[src/inc/avfc_regs.svh]
`ifndef AVFC_REGS_SVH
`define AVFC_REGS_SVH
// ==========================================
// Register offsets (byte addresses)
`define AVFC_CONV_OFF 12'h068
`define AVFC_EVEN_VTC_OFF 12'h06C
`define AVFC_ODD_VTC_OFF 12'h0EC
`define AVFC_STATUS_OFF 12'h0F0
// ==========================================
// Reset values
`define AVFC_CONV_RST 8'h82
`define AVFC_VTC_RST 8'h00
// ==========================================
// Converter control fields
`define AVFC_CONV_RSVD_HI 7
`define AVFC_CONV_RSVD_LO 6
`define AVFC_CONV_SYNC_LOW 5
`define AVFC_CONV_GAIN_DIS 4
`define AVFC_CONV_CLK_DOWN 3
`define AVFC_CONV_LUMA_SLEEP 2
`define AVFC_CONV_CHROMA_SLEEP 1
`define AVFC_CONV_ADAPT 0
// ==========================================
// Filter control and scaling fields
`define AVFC_VTC_TAP_HI 1
`define AVFC_VTC_TAP_LO 0
`define AVFC_VSU_LUMA_COMB 7
`endif

[src/inc/avfc_pkg.sv]
`default_nettype none
package avfc_pkg;
    typedef logic [1:0] avfc_tap_t;
    // Filter setup handed to the scaler for one field
    typedef struct packed {
        logic [2:0] avg_taps;
        logic interp_en;
        logic [3:0] weight_shift;
    } avfc_filt_cfg_s;
    // Decoded converter controls
    typedef struct packed {
        logic sync_thresh_low;
        logic sys_clk_down;
        logic luma_sleep;
        logic chroma_sleep;
    } avfc_conv_ctl_s;
endpackage
`default_nettype wire

[src/rtl/avfc_ctrl.sv]
// Our own choice: register access over APB.
`include "avfc_regs.svh"
`default_nettype none
module avfc_ctrl
    import avfc_pkg::*;
#(
    parameter int unsigned GAIN_W = 8,
    parameter logic [GAIN_W-1:0] GAIN_NOMINAL = 8'h80
) (
    input wire logic clk_sys_i,
    input wire logic rst_n_i,
    // ==========================================
    // APB slave
    input wire logic psel_i,
    input wire logic penable_i,
    input wire logic pwrite_i,
    input wire logic [11:0] paddr_i,
    input wire logic [31:0] pwdata_i,
    input wire logic [3:0] pstrb_i,
    output logic pready_o,
    output logic [31:0] prdata_o,
    output logic pslverr_o,
    // ==========================================
    // Scaler and converter side
    input wire logic [7:0] vscale_upper_even_i,
    input wire logic [7:0] vscale_upper_odd_i,
    input wire logic converter_overflow_i,
    output avfc_conv_ctl_s conv_ctl_o,
    output logic [GAIN_W-1:0] gain_reference_output_o,
    output logic gain_reference_output_oe_o,
    output avfc_filt_cfg_s [1:0] filt_cfg_o
);
    // ==========================================
    // Bus decode
    logic [7:0] conv_q;
    logic [7:0] vtc_q [2];
    logic [GAIN_W-1:0] gain_level_q;
    logic pready_q;
    logic [31:0] prdata_q;
    logic pslverr_q;
    logic setup;
    logic access;
    logic wr_en;
    logic hit_conv;
    logic hit_even;
    logic hit_odd;
    logic hit_stat;
    logic [7:0] rd_byte;

    assign setup = psel_i && !penable_i;
    assign access = psel_i && penable_i && pready_q;
    assign wr_en = access && pwrite_i && pstrb_i[0];
    assign hit_conv = paddr_i == `AVFC_CONV_OFF;
    assign hit_even = paddr_i == `AVFC_EVEN_VTC_OFF;
    assign hit_odd = paddr_i == `AVFC_ODD_VTC_OFF;
    assign hit_stat = paddr_i == `AVFC_STATUS_OFF;

    always_comb begin
        rd_byte = 8'h00;
        if (hit_conv) begin
            rd_byte = conv_q;
        end else if (hit_even) begin
            rd_byte = vtc_q[0];
        end else if (hit_odd) begin
            rd_byte = vtc_q[1];
        end
    end

    // Answer is prepared in setup so that pready and prdata come from flops
    always_ff @(posedge clk_sys_i or negedge rst_n_i) begin
        if (!rst_n_i) begin
            pready_q <= 1'b0;
        end else begin
            pready_q <= setup;
        end
    end

    always_ff @(posedge clk_sys_i or negedge rst_n_i) begin
        if (!rst_n_i) begin
            prdata_q <= 32'h0000_0000;
            pslverr_q <= 1'b0;
        end else if (setup) begin
            pslverr_q <= !(hit_conv || hit_even || hit_odd || (hit_stat && !pwrite_i));
            if (hit_stat) begin
                prdata_q <= {{(24 - GAIN_W){1'b0}}, gain_level_q, 8'h00};
            end else begin
                prdata_q <= {24'h00_0000, rd_byte};
            end
        end
    end

    assign pready_o = pready_q;
    assign prdata_o = prdata_q;
    assign pslverr_o = pslverr_q;

    // ==========================================
    // Converter control register
    // Reserved bits are stored as written so software sees its own value back
    always_ff @(posedge clk_sys_i or negedge rst_n_i) begin
        if (!rst_n_i) begin
            conv_q <= `AVFC_CONV_RST;
        end else if (wr_en && hit_conv) begin
            conv_q <= pwdata_i[7:0];
        end
    end

    // ==========================================
    // Per-field filter registers and tap decode
    function automatic avfc_filt_cfg_s tap_decode(input logic comb, input avfc_tap_t code);
        avfc_filt_cfg_s cfg;
        cfg = '0;
        if (comb) begin
            cfg.avg_taps = 3'(code) + 3'd2;
            cfg.interp_en = 1'b0;
            cfg.weight_shift = 4'(code) + 4'd1;
        end else if (code == 2'b00) begin
            cfg.avg_taps = 3'd0;
            cfg.interp_en = 1'b1;
            cfg.weight_shift = 4'd0;
        end else begin
            cfg.avg_taps = 3'(code) + 3'd1;
            cfg.interp_en = 1'b1;
            cfg.weight_shift = 4'(code);
        end
        return cfg;
    endfunction

    logic [1:0] comb_sel;
    assign comb_sel[0] = vscale_upper_even_i[`AVFC_VSU_LUMA_COMB];
    assign comb_sel[1] = vscale_upper_odd_i[`AVFC_VSU_LUMA_COMB];

    for (genvar f = 0; f < 2; f++) begin : g_field
        logic hit;
        assign hit = (f == 0) ? hit_even : hit_odd;

        always_ff @(posedge clk_sys_i or negedge rst_n_i) begin
            if (!rst_n_i) begin
                vtc_q[f] <= `AVFC_VTC_RST;
            end else if (wr_en && hit) begin
                vtc_q[f] <= pwdata_i[7:0];
            end
        end

        // Pixel-count limits on codes are left to software; the buffer is not checked here
        always_ff @(posedge clk_sys_i or negedge rst_n_i) begin
            if (!rst_n_i) begin
                filt_cfg_o[f] <= '0;
            end else begin
                filt_cfg_o[f] <= tap_decode(comb_sel[f], vtc_q[f][`AVFC_VTC_TAP_HI:`AVFC_VTC_TAP_LO]);
            end
        end
    end

    // ==========================================
    // Decoded converter controls
    always_ff @(posedge clk_sys_i or negedge rst_n_i) begin
        if (!rst_n_i) begin
            conv_ctl_o <= '{sync_thresh_low: 1'b0, sys_clk_down: 1'b0, luma_sleep: 1'b0, chroma_sleep: 1'b1};
        end else begin
            conv_ctl_o.sync_thresh_low <= conv_q[`AVFC_CONV_SYNC_LOW];
            // Only the sampling core stops; this bank and the bus keep the free clock
            conv_ctl_o.sys_clk_down <= conv_q[`AVFC_CONV_CLK_DOWN];
            conv_ctl_o.luma_sleep <= conv_q[`AVFC_CONV_LUMA_SLEEP];
            conv_ctl_o.chroma_sleep <= conv_q[`AVFC_CONV_CHROMA_SLEEP];
        end
    end

    always_ff @(posedge clk_sys_i or negedge rst_n_i) begin
        if (!rst_n_i) begin
            gain_reference_output_oe_o <= 1'b0;
        end else begin
            gain_reference_output_oe_o <= !conv_q[`AVFC_CONV_GAIN_DIS];
        end
    end

    // ==========================================
    // Overflow input: three flops, change accepted when the last two agree
    logic ovf_s1_q;
    logic ovf_s2_q;
    logic ovf_s3_q;
    logic ovf_state_q;
    logic ovf_event;

    always_ff @(posedge clk_sys_i or negedge rst_n_i) begin
        if (!rst_n_i) begin
            ovf_s1_q <= 1'b0;
            ovf_s2_q <= 1'b0;
            ovf_s3_q <= 1'b0;
        end else begin
            ovf_s1_q <= converter_overflow_i;
            ovf_s2_q <= ovf_s1_q;
            ovf_s3_q <= ovf_s2_q;
        end
    end

    always_ff @(posedge clk_sys_i or negedge rst_n_i) begin
        if (!rst_n_i) begin
            ovf_state_q <= 1'b0;
        end else if (ovf_s2_q == ovf_s3_q) begin
            ovf_state_q <= ovf_s3_q;
        end
    end

    assign ovf_event = (ovf_s2_q == ovf_s3_q) && ovf_s3_q && !ovf_state_q;

    // ==========================================
    // Gain reference level
    // Saturates at full scale; falls back to nominal when adaptive mode is off
    always_ff @(posedge clk_sys_i or negedge rst_n_i) begin
        if (!rst_n_i) begin
            gain_level_q <= '0;
        end else if (!conv_q[`AVFC_CONV_ADAPT]) begin
            gain_level_q <= GAIN_NOMINAL;
        end else if (ovf_event && !(&gain_level_q)) begin
            gain_level_q <= gain_level_q + 1'b1;
        end
    end

    always_ff @(posedge clk_sys_i or negedge rst_n_i) begin
        if (!rst_n_i) begin
            gain_reference_output_o <= '0;
        end else begin
            gain_reference_output_o <= gain_level_q;
        end
    end

    // ==========================================
    // Checks
    logic live_q;
    always_ff @(posedge clk_sys_i or negedge rst_n_i) begin
        if (!rst_n_i) begin
            live_q <= 1'b0;
        end else begin
            live_q <= 1'b1;
        end
    end
endmodule
`default_nettype wire

[config.mk]
export PLATFORM = sky130hd
export DESIGN_NAME = avfc_ctrl
export DESIGN_NICKNAME = d
export VERILOG_FILES = /design/src/inc/avfc_pkg.sv /design/src/rtl/avfc_ctrl.sv
export VERILOG_INCLUDE_DIRS = /design/src /design/src/inc
export SDC_FILE = /design/constraint.sdc
export NUM_CORES = 1
export LEC_CHECK = 0
export BUFFER_PORTS_ARGS = -buffer_cell sky130_fd_sc_hd__buf_4
export CAP_MARGIN = 40
export CELL_PAD_IN_SITES_DETAIL_PLACEMENT = 0
export CELL_PAD_IN_SITES_GLOBAL_PLACEMENT = 1
export CORE_ASPECT_RATIO = 1.4
export CORE_UTILIZATION = 41
export DETAILED_ROUTE_END_ITERATION = 10
export PLACE_DENSITY = 0.85
export RECOVER_POWER = 25
export REMOVE_ABC_BUFFERS = 1
export SETUP_SLACK_MARGIN = 0.1
export SKIP_CTS_REPAIR_TIMING = 1
export SLEW_MARGIN = 20
export SYNTH_ARGS = -nofsm -noshare
export SYNTH_HDL_FRONTEND = slang
export SYNTH_SLANG_ARGS = --single-unit
[constraint.sdc]
create_clock -name clk_sys_i -period 3.5 [get_ports clk_sys_i]
set_clock_uncertainty 0.2 [all_clocks]
set_input_delay 0.175 -clock clk_sys_i [delete_from_list [all_inputs] [get_ports clk_sys_i]]
set_output_delay 0.175 -clock clk_sys_i [all_outputs]
set_load 0.01 [all_outputs]
==> results of run 1 <==
[synthesized netlist by cell type, types with 3 or more instances]
master	number
dfrtp_1	78
mux2_2	23
buf_4	19
nor2_1	16
nand2_1	12
inv_1	11
o31ai_1	11
ha_1	10
mux2i_1	10
clkbuf_1	9
a22o_1	8
a31oi_1	8
mux2_4	8
xor2_1	5
dfstp_2	3
nand3_1	3
o211ai_1	3
or3_1	3
[cell families (layout without fill, tap and decap cells)]
logic type      after synthesis  in the layout
simple gates                 55             55
fa+ha+maj                    10             10
xor+xnor                      5              5
compound gates               35             35
buf+inv                      41            116
other cells                   1             18
mux                          41             41
flops                        81             81
[report_power, final]
group | internal [mW] | switching (mW) | leakage (nW)
logic | 0.0470 | 0.0603 | 1.02
registers | 0.944 | 0.00412 | 1.08
clock network | 0.551 | 0.356 | 0.139
total | 1.54 | 0.421 | 2.23
[sequential cells by signal, summed over array words and instances (netlist names)]
signal,flops
ovf_s1_q,1
conv_q,8
gain_reference_output_oe_o,1
pready_o,1
pslverr_o,1
gain_level_q,8
ovf_state_q,1
filt_cfg_o,14
ovf_s2_q,1
conv_ctl_o,4
ovf_s3_q,1
vtc_q,16
gain_reference_output_o,8
prdata_o,16
[per-layer routing]
metal / vias to the layer above / share of wire [%] / global-route usage [%]
li1: 1085 / - / -
met1: 1131 / 43 / 20.1
met2: 61 / 51 / 28.1
met3: 9 / 3.9 / 4.77
met4: 0 / 1.8 / 6.79
met5: - / 0 / 0
[per-stage QoR]
| stage | total power, mW | cell area (um^2) | setup WS [ns] | std cells |
|---|---|---|---|---|
| finish | 1.96 | 4480 | 1.37 | 463 |
| CTS | 1.98 | 4360 | 1.37 | 450 |
| detailed placement | 1.07 | 4070 | 1.02 | 434 |
| global placement | 1.06 | 4050 | 1.05 | 433 |
| global route | 2.05 | 4480 | 1.08 | 463 |
| floorplan | 0.994 | 3350 | 1.19 | 256 |
[worst max-delay path, delay by kind of cell]
family / cells / cell delay (ns)
buf+inv: 2 / 0.32
mux: 1 / 0.40
simple gates: 3 / 1.23
[final cells by class]
class                      instances  area [um^2]
fill                             733         3720
sequential                        81         2030
multi-input combinational        164         1280
timing repair buffer              89          706
clock buffer                      11          233
tap                              102          128
clock inverter                     5         56.3
inverter                          11         41.3
[how the worst min path moves through the flow]
stage	slack, ns	startpoint	endpoint	depth (start not counted)
2_1_floorplan	-0.32	rst_n_i	conv_ctl_o[1]$_DFF_PN0_	0
3_3_place_gp	0.09	converter_overflow_i	ovf_s1_q$_DFF_PN0_	1
3_5_place_dp	-0.07	rst_n_i	gain_reference_output_o[3]$_DFF_PN0_	1
4_1_cts	-0.43	rst_n_i	prdata_o[12]$_DFFE_PN0P_	1
5_1_grt	0.1	paddr_i[7]	prdata_o[2]$_DFFE_PN0P_	3
6_report	0.08	paddr_i[7]	prdata_o[5]$_DFFE_PN0P_	3
==> reports/summary.md, run 1 <==
The total wire length came out at 6650 um. The largest individual stage delay along the critical path comes from the cell or4_1. In this run the worst path has a maximum fanout of 12. The half-perimeter wire length after detailed placement was 4570 um. TritonCTS built the clock tree. The height of the die came out at 111 um. No sink is reached through more buffers than the 2 on the longest clock path. The ratio of routed vias to standard cells was 4.94. For the worst setup path, the data arrival time is 2.14 ns. The flip-flop and latch count after synthesis was 81; the wire length per cell was 14.4 um.

The clock root buffer is clkbuf_16. Entering global routing, the biggest net connects 52 pins. By instance count, the cell type seen most on the critical path is buf_4. Global routing used 16.8% of the available tracks. Summing the areas of all fa, ha and maj instances in the mapped netlist gives 3.60% of the synthesized area. 0 antenna diodes ended up in the layout. The mapped netlist covers 3480 um^2. Startpoint of the most critical setup path: paddr_i[9].

The number of buffers created by CTS was 9. Setup repair after global routing left no endpoint under its margin. The number of ports placed on the die boundary is 133. By area the synthesized netlist is led by dfrtp_1 56%, mux2_2 7.4%, buf_4 4.1%, ha_1 3.6%, mux2_4 3.5%. Maximum operating frequency: 470 MHz.

The flow ran to the end, but the final reports show violations. The synthesis-to-finish area growth was 28.8%. The logs give 91 for the violation count after the first detailed-route iteration and 3.51 ns for the critical path data required time. The floorplan row count was 39. The leading register cell type out of synthesis is dfrtp_1.

Class of the worst hold path: in2reg. The number of distinct standard cells referenced by the synthesized netlist was 41; the number of enable-type register cells in the synthesized netlist was 0. In this run the remaining antenna-violating nets after routing total 0. The tools report the aggregate negative setup slack as 0 ns. The critical path in this run is classified as in2reg. The post-synthesis share of cell area spent on xor and xnor gates came out at 1.26%. The share of the cycle needed by the critical path after routing is 60.8%. The startpoint identified for the worst register-to-register timing path is pready_o$_DFF_PN0_. The leakage dissipation is 2.23 nW, and the worst voltage drop across the vdd grid is 270 uV.

The signal on the critical path passes through buf_4, nor4_2, nand4b_1, buf_4, or4_1, mux2_4. The worst register-to-register path has a setup slack of 1.39 ns. For this design the ratio of total power to cell area is 439 nW/um^2. At the later pin of the worst-skew pair, clock insertion delay measures 0.33 ns. Summed over all layers, the global routing overflow is 0. The checks that failed: max-capacitance violations, max-slew violations. For this run, the number of Yosys warnings is 0. Cells fill 54.6% of the core in the end.

Summing the areas of all and, or, nand and nor instances in the mapped netlist gives 8.92% of the synthesized area. The run gives 4 as the first-pass iteration count of the detailed router. Summing the areas of all compound-gate instances in the mapped netlist gives 7.38% of the synthesized area. The transition time at the pin with the least slew margin is 1.68 ns, and the total die area is 8860 um^2. The tools report the final hold slack as 0.0758 ns.

Counting every sink on the clock net gives 81. The first global-routing pass estimated 11200 um of wire. The logs give 0 for the number of hold violations in the final report and -12.2% for the relative max-transition margin.

The global placer's final weighted congestion was 0.757. The share of flip-flops with an asynchronous set or reset works out to 100%. The via count was 2286; the initial antenna violation count was 0. After synthesis, the largest family of logic cells by area is multiplexers. Proportion of netlist area held by the largest area contributor: 56.1%. The initial core utilization was 42.4%; the minimum clock period after layout was 2.13 ns.

Biggest area consumer among synthesized cells: dfrtp_1. For the final max-slew violation count, the log shows 31. The delay of the slowest critical-path stage works out to 0.80 ns. The logic depth of the worst register-to-register path is 4. Max capacitance violation total: 1. The number of global-route vias before repair is 2341, and the core region area is 8200 um^2.

The per-instance average area after synthesis was 12.9 um^2. Sequential elements use 58.4% of the synthesized area. The share of cells above drive strength 1 works out to 33.8%.

The worst setup path is captured at a flip-flop. Clock-pin transition on the worst setup and hold timing paths: 0.06 ns. The commonest non-fill, non-tap cell in the layout was dfrtp_1. Residual DRC count: 0. In the synthesized netlist, mux cells make up 13.8% of the area. Counting every instance in the synthesized netlist gives 269.

In this run the number of H-tree levels came out at 3. The count of endpoints failing setup in the final report came out at 0. End point of the critical path: conv_q[5]$_DFFE_PN0P_.

The worst setup path is launched from an input pin. Buffers placed on the I/O ports in this run total 73. The reg-to-reg endpoint is conv_q[5]$_DFFE_PN0P_. In the layout the commonest cells are 78 x dfrtp_1, 70 x buf_4, 23 x mux2_2. In this run the horizontal extent of the chip is 79.8 um. At the end of the flow, the number of nets in the layout was 436.
Power figures use the tool's default switching activity.
==> run 2, diff against run 1 <==
--- a/config.mk
+++ b/config.mk
@@ -11,9 +11,9 @@
 export CELL_PAD_IN_SITES_DETAIL_PLACEMENT = 0
 export CELL_PAD_IN_SITES_GLOBAL_PLACEMENT = 1
 export CORE_ASPECT_RATIO = 1.4
-export CORE_UTILIZATION = 41
+export CORE_UTILIZATION = 34
 export DETAILED_ROUTE_END_ITERATION = 10
-export PLACE_DENSITY = 0.85
+export PLACE_DENSITY = 0.76
 export RECOVER_POWER = 25
 export REMOVE_ABC_BUFFERS = 1
 export SETUP_SLACK_MARGIN = 0.1
==> constraint.sdc (replaced) <==
create_clock -name clk_sys_i -period 1.8 [get_ports clk_sys_i]
set_clock_uncertainty 0.2 [all_clocks]
set_input_delay 0.09 -clock clk_sys_i [delete_from_list [all_inputs] [get_ports clk_sys_i]]
set_output_delay 0.09 -clock clk_sys_i [all_outputs]
set_load 0.01 [all_outputs]
==> run 2 against run 1 <==
Effect of this change:
- total power up 97%
- global-route usage fell by 2.0 points
- routed wire length grew 13%
- the run ends with negative hold slack, negative setup slack left
- critical endpoint unchanged
==> reports/summary.md, run 2 (synthesis results as in run 1) <==
The flow ran to the end, but the final reports show violations. The final reports fail on negative hold slack, negative setup slack. The tools report the residual DRC count as 0.

Setup violations remaining at the end of the flow were counted as 9. The final instance count without filler cells came out at 523. The share of cells above drive strength 1 came out at 40.2%.

Global routing consumed, over all layers together, 14.8% of the routing resources. The worst voltage drop across the vdd grid is 442 uV. The run gives 2405 as the number of global-route vias before repair. The first global-routing pass estimated 11800 um of wire. The first TritonRoute pass finished after 4 iterations. The element type at the critical path start was a flip-flop. The number of ports placed on the die boundary is 133. Once detail routing completed, the nets flagged for antenna violations numbered 0. Using the TritonRoute via totals, the vias-per-cell ratio works out to 4.64. The tools report the number of hold violations in the final report as 1.

Leakage dissipation: 2.37 nW. In the layout the commonest cells are 85 x buf_4, 78 x dfrtp_1, 18 x conb_1. For the floorplan row count, the log shows 43.

Setup repair after global routing could not meet its margin everywhere. The utilization of the core after routing was 48.9%. Based on the critical path, the design can be clocked at up to 538 MHz. For the final max-slew violation count, the log shows 0. In this run the tightest slew margin relative to its limit is 21.2%. In this run, the number of DRC markers left after iteration 0 of detailed routing was 108. The kind of critical path was reg2reg. At the end of routability-driven placement, the weighted congestion stood at 0.823. Clock tree synthesis inserted a total of 9 buffers. For the worst setup path, the data required time is 1.82 ns. For this configuration, the core starts out at a cell density of 35.1%. Counting along the longest clock path gives a buffer depth of 2. Relative to the synthesized area, the layout overhead comes to 39.1%. The floorplan step defined a core boundary enclosing 9900 um^2. The detailed router placed 2427 vias in this run. The final setup slack of the worst path is -0.0579 ns.

0 antenna diodes ended up in the layout. The max capacitance violation total came out at 0. TritonCTS built the clock tree.

The clock latency at the later pin of the worst-skew pair was 0.33 ns; the total number of clock tree sinks was 81. Buffers placed on the I/O ports in this run total 73. The die is 122 um tall. Summed over all layers, the routed wires come to 7490 um. The clock root buffer is clkbuf_16. After detailed routing, the average wire length per cell comes to 14.3 um. The clock-pin transition on the worst setup and hold timing paths is 0.06 ns, and the power density over the cells is 801 nW/um^2. Leaving out fill and tap cells, the most frequent cell in the layout is buf_4.

The data arrival time of the worst path is 1.87 ns, and the initial antenna violation count is 0. The share of the cycle needed by the critical path after routing was 103%. For the remaining global-route overflow, the log shows 0. Before CTS, the worst setup slack after placement is -0.314 ns. The maximum net fanout on the critical path is 4, and the minimum clock period after layout is 1.86 ns. The total die area was 10600 um^2. The instance count after placement with tap cells included came out at 488.

For this run, the post-layout net count is 463. In this run the worst hold path is classified as in2reg. STA classifies the critical path endpoint as a flip-flop. From left edge to right edge, the die measures 87.5 um. The transition time at the pin with the least slew margin works out to 1.18 ns. The final hold slack came out at -0.0209 ns. The wire-length estimate of the detail-placed layout is 5150 um. CTS built an H-tree with a depth of 3. Entering global routing, the biggest net connects 42 pins.
## run 2: cell count changes in the layout (fill, tap and decap cells not counted), moves of 2 or more
cell           before  now
mux2_2             23   16
dlygate4sd3_1      13   15
ha_1               10    8
clkbuf_1            6   10
ha_4                0    2
or4_4               0    2
buf_4              70   85
mux2_4              8   15
or4_1               2    0
buf_6               0    3
## run 2: routing by layer
layer / up-vias / global-route usage, % / routed length, um
met4: 0 / 7.17 / 170
li1: 1137 / - / -
met2: 69 / 24.9 / 3960
met3: 15 / 3.12 / 247
met1: 1206 / 17.9 / 3110
met5: - / 0 / 0
## run 2: layout make-up
cell class	instances	area, um^2
fillers	933	5060
flip-flops and latches	81	2030
multi-input cells	164	1400
repair buffers	116	896
clock buffers	11	243
well taps	135	169
clock inverters	5	55.1
inverters	11	41.3
## run 2: final timing paths
check | start | to | slack (ns) | cells after the start
worst min register to register | ovf_s1_q$_DFF_PN0_ | ovf_s2_q$_DFF_PN0_ | 0.15 | 0
min in group asynchronous | rst_n_i | prdata_o[1]$_DFFE_PN0P_ | 0.09 | 2
worst max-delay path | pready_o$_DFF_PN0_ | conv_q[5]$_DFFE_PN0P_ | -0.06 | 5
worst min-delay path | paddr_i[7] | prdata_o[4]$_DFFE_PN0P_ | -0.02 | 3
max in group asynchronous | rst_n_i | conv_ctl_o[2]$_DFF_PN0_ | 0.28 | 3
worst max register to register | pready_o$_DFF_PN0_ | conv_q[5]$_DFFE_PN0P_ | -0.06 | 5
## run 2: power by group
part           internal (mW)  leakage [nW]  switching (mW)
logic                  0.108          1.15           0.130
clock network           1.11         0.142           0.683
registers               1.84          1.08          0.0127
total                   3.05          2.37           0.825
## run 2: critical path, stage by stage, from the launching register on
cell     delay (ns)
dfrtp_1        0.36
and4_4         0.22
nand2_1        0.07
or4_4          0.44
buf_6          0.16
mux2_4         0.29
## run 2: stage by stage
step                area [um^2]  setup TNS (ns)  power, mW
floorplan                  3350           -5.07       1.93
global placement           4280           -4.86       2.08
detailed placement         4280           -5.48       2.09
CTS                        4570           -1.21       3.90
global route               4840           -1.36       4.03
finish                     4840          -0.327       3.87
